`config.mk`:
```
export PLATFORM = sky130hd
export DESIGN_NAME = tws_serial_port
export DESIGN_NICKNAME = d
export VERILOG_FILES = /design/src/rtl/tws_pkg.sv /design/src/rtl/tws_serial_port.sv
export SDC_FILE = /design/constraint.sdc
export NUM_CORES = 1
export LEC_CHECK = 0
export BUFFER_PORTS_ARGS = -buffer_cell sky130_fd_sc_hd__buf_2
export CAP_MARGIN = 20
export CORE_ASPECT_RATIO = 1.5
export CORE_MARGIN = 3
export CORE_UTILIZATION = 43
export DETAILED_ROUTE_END_ITERATION = 16
export GPL_TIMING_DRIVEN = 0
export PLACE_DENSITY = 0.68
export SETUP_SLACK_MARGIN = 0.2
export SKIP_LAST_GASP = 1
export SLEW_MARGIN = 20
export SYNTH_ARGS = -nofsm -noshare
export SYNTH_HDL_FRONTEND = slang
export SYNTH_SLANG_ARGS = --single-unit
```
`constraint.sdc`:
```
create_clock -name clk -period 3.2 [get_ports clk]
set_input_delay 0.16 -clock clk [delete_from_list [all_inputs] [get_ports clk]]
set_output_delay 0.16 -clock clk [all_outputs]
set_load 0.005 [all_outputs]
```
`src/rtl/tws_pkg.sv`:
```
// Constants and types for the three-wire synchronous serial port
package tws_pkg;

  // ****************************************************************
  // Register map and fields
  // ****************************************************************
  localparam logic [15:0] TWS_MODE_ADDR  = 16'hFFB0;
  localparam logic [15:0] TWS_DATA_ADDR  = 16'hFFB2;
  localparam int          TWS_EN_BIT     = 7;
  localparam int          TWS_MODE_BIT   = 2;
  localparam int          TWS_SEL_HI_BIT = 1;
  localparam int          TWS_SEL_LO_BIT = 0;
  localparam logic [7:0]  TWS_MODE_RESET = 8'h00;
  localparam logic [7:0]  TWS_DATA_RESET = 8'h00;
  localparam logic [1:0]  TWS_SEL_EXT    = 2'h0;

  // ****************************************************************
  // Counts
  // ****************************************************************
  localparam logic [3:0]  TWS_FRAME_BITS = 4'h8;
  localparam int          TWS_DIV_LOG2   = 6;   // Select 01 divides by 2**6

  // ****************************************************************
  // Carriers
  // ****************************************************************
  typedef struct packed {
    logic [15:0] addr;
    logic        wrEn;
    logic        rdEn;
    logic [7:0]  wrData;
    logic        bitWr;
    logic [2:0]  bitIdx;
    logic        bitVal;
  } tws_cpu_req_t;

  typedef struct packed {
    logic sckOut;
    logic sckOe;
    logic soOut;
    logic soOe;
    logic siUsed;
  } tws_pins_t;

  typedef struct packed {
    logic        enable;
    logic        rxOnly;
    logic [1:0]  clkSel;
    logic [7:0]  shift;
    logic [3:0]  bitCnt;
    logic        busy;
    logic [7:0]  divCnt;
    logic        sckLvl;
    logic        sckS1;
    logic        sckS2;
    logic        sckPrev;
    logic        siS1;
    logic        siS2;
    logic        soLatch;
    logic [7:0]  rdData;
    logic        donePulse;
    tws_pins_t   pins;
  } tws_state_t;

endpackage

```
`src/rtl/tws_serial_port.sv`:
```
// Three-wire synchronous serial port with CPU register access
module tws_serial_port
  import tws_pkg::*;
(
  input  wire logic         clk,
  input  wire logic         srst,
  input  wire tws_cpu_req_t cpuReq,
  output tws_pins_t         pinsOut,
  output logic [7:0]        cpuRdData,
  output logic              transferDone,
  input  wire logic         sckIn,
  input  wire logic         siIn
);

  // ****************************************************************
  // State
  // ****************************************************************
  tws_state_t s;
  tws_state_t next_s;

  logic       extClk;
  logic [7:0] halfTerm;
  logic       divTick;
  logic       fallEdge;
  logic       riseEdge;
  logic       modeSel;
  logic       dataSel;
  logic [7:0] modeByte;

  // Register decode
  assign modeSel  = (cpuReq.addr == TWS_MODE_ADDR);
  assign dataSel  = (cpuReq.addr == TWS_DATA_ADDR);
  assign modeByte = {s.enable, 4'h0, s.rxOnly, s.clkSel};

  // Serial clock source and edges
  // Half period of select n is 2**(n+4) cycles, so a full period is 64/128/256
  assign extClk   = (s.clkSel == TWS_SEL_EXT);
  assign halfTerm = 8'((16'h0001 << (TWS_DIV_LOG2 - 1 + int'(s.clkSel) - 1)) - 16'h0001);
  assign divTick  = s.busy && !extClk && (s.divCnt == halfTerm);
  // External edges compare the second synchroniser stage with its previous value
  assign fallEdge = s.busy && (extClk ? (s.sckPrev && !s.sckS2)
                                      : (divTick && s.sckLvl));
  assign riseEdge = s.busy && (extClk ? (!s.sckPrev && s.sckS2)
                                      : (divTick && !s.sckLvl));

  // ****************************************************************
  // Next-state logic
  // ****************************************************************
  always_comb begin
    next_s           = s;
    next_s.donePulse = 1'b0;

    // Two flip-flops for the data input, three for the clock input
    next_s.sckS1   = sckIn;
    next_s.sckS2   = s.sckS1;
    next_s.sckPrev = s.sckS2;
    next_s.siS1    = siIn;
    next_s.siS2    = s.siS1;

    // Internal divider runs only inside a frame
    if (s.busy && !extClk) begin
      if (divTick) begin
        next_s.divCnt = 8'h00;
        next_s.sckLvl = !s.sckLvl;
      end else begin
        next_s.divCnt = s.divCnt + 8'h01;
      end
    end

    // Falling edge puts the current top bit on the output latch
    if (fallEdge) begin
      next_s.soLatch = s.shift[7];
    end

    // Rising edge samples input into the bottom, top bit leaves first
    if (riseEdge) begin
      next_s.shift  = {s.shift[6:0], s.siS2};
      next_s.bitCnt = s.bitCnt + 4'h1;
      if (s.bitCnt == TWS_FRAME_BITS - 4'h1) begin
        next_s.busy      = 1'b0;
        next_s.bitCnt    = 4'h0;
        next_s.divCnt    = 8'h00;
        next_s.sckLvl    = 1'b1;
        next_s.donePulse = 1'b1;
      end
    end

    // Mode register writes, whole byte or single bit
    if (cpuReq.wrEn && modeSel) begin
      next_s.enable = cpuReq.wrData[TWS_EN_BIT];
      next_s.rxOnly = cpuReq.wrData[TWS_MODE_BIT];
      next_s.clkSel = {cpuReq.wrData[TWS_SEL_HI_BIT], cpuReq.wrData[TWS_SEL_LO_BIT]};
    end else if (cpuReq.bitWr && modeSel) begin
      unique case (cpuReq.bitIdx)
        3'd7:    next_s.enable    = cpuReq.bitVal;
        3'd2:    next_s.rxOnly    = cpuReq.bitVal;
        3'd1:    next_s.clkSel[1] = cpuReq.bitVal;
        3'd0:    next_s.clkSel[0] = cpuReq.bitVal;
        default: next_s.enable    = s.enable;      // Fixed zero bits
      endcase
    end

    // Data writes: stored unless enabled in receive-only mode, start only when enabled in mode zero
    // Writes in receive-only mode while enabled are ignored to protect a running frame
    if (cpuReq.wrEn && dataSel && !(s.rxOnly && s.enable)) begin
      next_s.shift = cpuReq.wrData;
      if (s.enable && !s.busy) begin
        next_s.busy   = 1'b1;
        next_s.bitCnt = 4'h0;
        next_s.divCnt = 8'h00;
        next_s.sckLvl = 1'b1;
      end
    end

    // Reads answer one cycle later; a data-register read starts a receive-only frame
    next_s.rdData = 8'h00;
    if (cpuReq.rdEn) begin
      if (modeSel) begin
        next_s.rdData = modeByte;
      end else if (dataSel) begin
        next_s.rdData = s.shift;
        if (s.enable && s.rxOnly && !s.busy) begin
          next_s.busy   = 1'b1;
          next_s.bitCnt = 4'h0;
          next_s.divCnt = 8'h00;
          next_s.sckLvl = 1'b1;
        end
      end
    end

    // Disabled port: nothing runs and the counter stays clear
    // Uses the registered enable, so a write made while disabled never
    // leaves a pending start behind
    if (!s.enable) begin
      next_s.busy   = 1'b0;
      next_s.bitCnt = 4'h0;
      next_s.divCnt = 8'h00;
      next_s.sckLvl = 1'b1;
    end

    // Receive-only holds the output latch low
    if (next_s.rxOnly) begin
      next_s.soLatch = 1'b0;
    end

    // Pin ownership follows the next register values
    next_s.pins.sckOut = next_s.sckLvl;
    next_s.pins.sckOe  = next_s.enable && (next_s.clkSel != TWS_SEL_EXT);
    next_s.pins.soOut  = next_s.soLatch;
    next_s.pins.soOe   = next_s.enable && !next_s.rxOnly;
    next_s.pins.siUsed = next_s.enable;
  end

  // ****************************************************************
  // State register
  // ****************************************************************
  // Whole state resets; the shift value is cleared only for tidiness
  always_ff @(posedge clk) begin
    if (srst) begin
      s         <= '0;
      s.enable  <= TWS_MODE_RESET[TWS_EN_BIT];
      s.rxOnly  <= TWS_MODE_RESET[TWS_MODE_BIT];
      s.clkSel  <= TWS_MODE_RESET[1:0];
      s.shift   <= TWS_DATA_RESET;
      s.sckLvl  <= 1'b1;
      s.sckS1   <= 1'b1;
      s.sckS2   <= 1'b1;
      s.sckPrev <= 1'b1;
      s.pins    <= '{sckOut: 1'b1, sckOe: 1'b0, soOut: 1'b0, soOe: 1'b0, siUsed: 1'b0};
    end else begin
      s <= next_s;
    end
  end

  // Outputs straight from flip-flops
  assign pinsOut      = s.pins;
  assign cpuRdData    = s.rdData;
  assign transferDone = s.donePulse;

endmodule

```
=== Word-level counts from Yosys, hierarchy flattened ===
Index checks and enable logic that the tools add are counted.

* Mux-type cells: 23
* Order comparisons: 0
* Equal/unequal tests: 7
* Add/subtract/negate cells: 5
* Multiply operators: 0
* Reduce and logical (&&, ||, !) cells: 33
* Bitwise operators: 4
* Div/mod/pow operators: 0
* Shifts and indexed selects: 1

{| class="wikitable"
|+ Operators with widths
! kind !! number
|-
| $mux W14 || 6
|-
| $mux W22 || 2
|-
| $eq A16 B16 Y1 const B || 2
|-
| $shl A1 B32 Y8 const A || 1
|-
| $mux W8 || 3
|-
| $logic_and A1 B1 Y1 || 17
|-
| $mux W1 || 9
|-
| $mux W9 || 1
|-
| $add A8 B1 Y8 const B || 1
|-
| $eq A8 B8 Y1 || 1
|-
| $mux W4 || 2
|-
| $reduce_or A2 Y1 || 4
|-
| $sub A8 B1 Y8 const B || 1
|-
| $logic_not A1 Y1 || 7
|-
| $sub A4 B1 Y5 const B || 1
|-
| $add A3 B2 Y4 const A || 1
|-
| $add A4 B1 Y4 const B || 1
|-
| $eq A4 B3 Y1 const B || 1
|-
| $not A1 Y1 || 4
|-
| $reduce_bool A2 Y1 || 2
|-
| $reduce_or A4 Y1 || 1
|-
| $eq A3 B1 Y1 const B || 1
|-
| $eq A3 B2 Y1 const B || 1
|-
| $eq A3 B3 Y1 const B || 1
|-
| other kinds (2) || 2
|}

* Memories kept: 0
* Bits of input ports: 35
* Latch bits: 0
* Bits in writable memories: 0
* Bits in read-only memories: 0
* Bits in registers: 43

=== Depth between registers and ports, before layout ===
* Depth after elaboration: 16
* Gate-level depth with buffers: 12

=== Least setup slack after synthesis ===
Ideal clock, no wire load.

* Kind: reg2reg
* From: reg s, in the netlist modeByte[0]
* To: reg s[34] (netlist bit)
* Cell stages (with the launch flop): 12
* Setup time: 0.080 ns
* Slack: 0.437 ns
* Arrival time: 2.683 ns
* Path through: dfxtp_1 clkbuf_1 or4b_2 o21ai_0 a21oi_1 nor3_1 ha_1 o21a_1 o21ai_1 clkbuf_1 mux2i_1 a211oi_2

* Cells in the longest elaborated chain, start to end: 10
* Elaborated cells between the ends (all ways): 13
* Those cells by class: add/sub: 3; eq/ne: 1; shift: 1; mux: 1; reduce/logical: 7

{| class="wikitable"
|+ RTL lines
! element !! line !! source
|-
| from (decl) || tws_serial_port.sv:18 || <nowiki>tws_state_t s;</nowiki>
|-
| from (signal assigned) || tws_serial_port.sv:171 || <nowiki>s <= next_s;</nowiki>
|-
| $add A3 B2 Y4 || tws_serial_port.sv:38 || <nowiki>assign halfTerm = 8'((16'h0001 << (TWS_DIV_LOG2 - 1 + int'(s.clkSel) - 1)) - 16'h0001);</nowiki>
|-
| $sub A4 B1 Y5 || tws_serial_port.sv:38 ||
|-
| $shl A1 B32 Y8 || tws_serial_port.sv:38 ||
|-
| $sub A8 B1 Y8 || tws_serial_port.sv:38 ||
|-
| $eq A8 B8 Y1 || tws_serial_port.sv:39 || <nowiki>assign divTick = s.busy && !extClk && (s.divCnt == halfTerm);</nowiki>
|-
| $logic_and A1 B1 Y1 || tws_serial_port.sv:39 ||
|-
| $logic_and A1 B1 Y1 || tws_serial_port.sv:44 || <nowiki>: (divTick && !s.sckLvl));</nowiki>
|-
| $mux W1 * || tws_serial_port.sv:43 || <nowiki>assign riseEdge = s.busy && (extClk ? (!s.sckPrev && s.sckS2)</nowiki>
|-
| $logic_and A1 B1 Y1 * || tws_serial_port.sv:43 ||
|-
| $reduce_bool A2 Y1 (no line) * || -- ||
|}

Mark *: on every way between the ends. The rest lies on a longest branch, timed or not.
A chain may end at the register's enable or synchronous reset.

=== Worst setup path in the final report ===
* From: reg s, in the netlist modeByte[0]
* To: reg s[36] (netlist bit)

Same word-level chain as after synthesis.

==> metrics.txt <==
outcome=complete, no violations; Synth area leaders=dfxtp_1, nor2_1, mux2i_1, a211oi_2, buf_4; layout cells sized above 1=0.312; Die H=a little over 90 µm; vias per cell=approximately 5.3; commonest cells in the synthesized netlist=dfxtp_1, nor2_1, nand2_1, buf_4, mux2i_1; Num CTS Buffers=5; Post-Syn Area per Cell=between 8 and 9 µm²; post-synth top area cell=dfxtp_1; CP max FO=10; initial antenna violation count=0; TNS Setup=0 ns; CTS Sinks=43; hold path start=sckIn; Final setup viols=0; Pre-antenna DRT Iters=4; Hold/Removal Path Class=in2reg; CP startpoint kind=flop; measured slew at the worst slew-check pin=0.730 ns; Nets=336; Syn-to-layout area delta=19.3%; CP Capture Type=flop; fraction of registers with async set/reset=0; R2R Path Start=modeByte[0]$_SDFF_PP0_; Final ANT Viol Nets=0; gr ovfl total=0; final routed DRC violation total=0; starting density of the core=0.447; vias in the first global route=about 1800; GP Congestion=0.911; dpl cells=around 360; power per cell area=349 nW/µm²; Min Clock Period, post-route=2.79 ns; diode count=0; num rows=31; Post-Syn Nets=~280; largest net degree at the start of global routing=13; Final Util=0.534; H-tree depth=2; die area=5990 µm²; Worst-path clk slew=0.08 ns; worst setup path startpoint=modeByte[0]$_SDFF_PP0_; per-cell routed wire length=12.7 µm; Synth Cell Area=2190 µm²; Final Hold Viols=0; Core Box Area=~4900 µm²; Yosys cell types=51; final setup margin=~0.41 ns; first-pass GRT wire length=between 7000 and 8000 µm; clock root cell=clkbuf_8; Final Cycle Share=0.873; via count=1921; Crit Path Class=reg2reg; Starting DRT DRC Count=51; share of the synthesized area in the top cell type=0.394; maxcap violations=0; CP Data Required Time=between 3 and 4 ns; IO buf count=46; Post-synth EDFFs=0; Non-Filler Instances=364; most frequent cell after synthesis=dfxtp_1; Place WS=-0.0929 ns; top_reg_cell synth=dfxtp_1; hpwl dp=3650 µm; Ys Warns=0; CTS tree=built; unrepaired setup endpoints after global routing=false; Crit path arrival time=3.01 ns; drt total wl=4620 µm; Clock Skews=just under 0.004 ns; Worst slew margin=0.509; clock buffer depth=2; Die W=64.2 µm; Gate Count Post-Synth=~240; register bit count reported by yosys=43; Slew Limit Fails=0; Lkg Pwr=1.14 nW; Max Fclk=358 MHz; Max rail drop VDD=0.154 mV; Overall Global Routing Usage=0.167; Ports=49; Seq/Total Area, Yosys=0.394; insertion delay to the later sink of the worst-skew pair=between 0.2 and 0.3 ns
-- worst max-delay path, cell delays in order, from the launching register on --
cell	delay [ns]
dfxtp_1	0.35
buf_2	0.22
or4b_2	0.63
o21ai_0	0.11
a21oi_1	0.12
nor3_2	0.23
ha_1	0.19
o21a_1	0.13
o21ai_2	0.13
buf_4	0.23
mux2i_1	0.14
a211oi_2	0.22
-- routing by layer --
metal	vias up	global-route usage	wire length, µm
met5	-	0	0
met4	0	0.0970	144
met3	12	0.0325	274
met2	64	0.290	2380
met1	884	0.187	1830
li1	961	-	-
-- power by group --
| group | switching [W] | internal, W | total (W) |
|---|---|---|---|
| combinational | 0.0000243 | 0.0000243 | 0.0000486 |
| sequential | 0.000000853 | 0.000537 | 0.000538 |
| clock | 0.000171 | 0.000153 | 0.000324 |
| total | 0.000196 | 0.000715 | 0.000911 |
-- stage by stage --
step | total power (W) | hold WS (ns) | instance area, µm²
final | 0.000911 | 0.0548 | 2610
after global routing | 0.000950 | 0.0483 | 2610
after CTS | 0.000924 | 0.0510 | 2590
after detailed placement | 0.000599 | 0.360 | 2500
after global placement | 0.000599 | 0.360 | 2500
after floorplan | 0.000571 | 0.264 | 2190
-- layout make-up --
| cell class | instances | area (µm²) |
|---|---|---|
| Inverter | 6 | 22.5 |
| Timing Repair Buffer | 46 | 230 |
| Clock buffer | 7 | 76.3 |
| Sequential cell | 43 | 861 |
| Multi-Input combinational cell | 173 | 1170 |
| Clock inverter | 1 | 5.00 |
| Buffer | 22 | 161 |
| Tap cell | 66 | 82.6 |
| Fill cell | 526 | 2280 |
-- worst paths after layout --
check | to | slack, ns | cells after the start
min reg2reg | next_s[17]$_SDFF_PP1_ | 0.42 | 1
min | next_s[18]$_SDFF_PP1_ | 0.05 | 2
max | s[36]$_SDFFE_PP0P_ | 0.41 | 11
max reg2reg | s[36]$_SDFFE_PP0P_ | 0.41 | 11
-- registers in the layout, indices dropped and copies added (netlist names) --
signal        cells
pinsOut           5
s                23
cpuRdData         8
modeByte          3
transferDone      1
next_s            3
-- cell families (layout without fill, tap and decap cells) --
logic type,count (synthesis),after routing,share of synthesized area
fa+ha+maj,4,4,0.0229
mux,11,11,0.0504
flops,43,43,0.394
xor+xnor,8,8,0.0321
buf+inv,28,82,0.0813
simple gates,105,105,0.260
compound gates,45,45,0.160
-- placed cells by master, fill, tap and decap left out, types with 7 or more instances in the layout --
master / n
nand3_1: 7
buf_2: 47
nor2_1: 34
a21oi_1: 9
nand2_1: 16
a211oi_2: 8
buf_4: 14
mux2i_1: 11
dfxtp_1: 43
-- what timing repair did --
action	CTS	global route
pin swaps	0	0
resized for setup	5	6
hold endpoints to repair	0	0
hold buffers	0	0
setup buffers	0	0
gates cloned	0	0
setup endpoints to repair	19	19
Power figures use the tool's default switching activity.
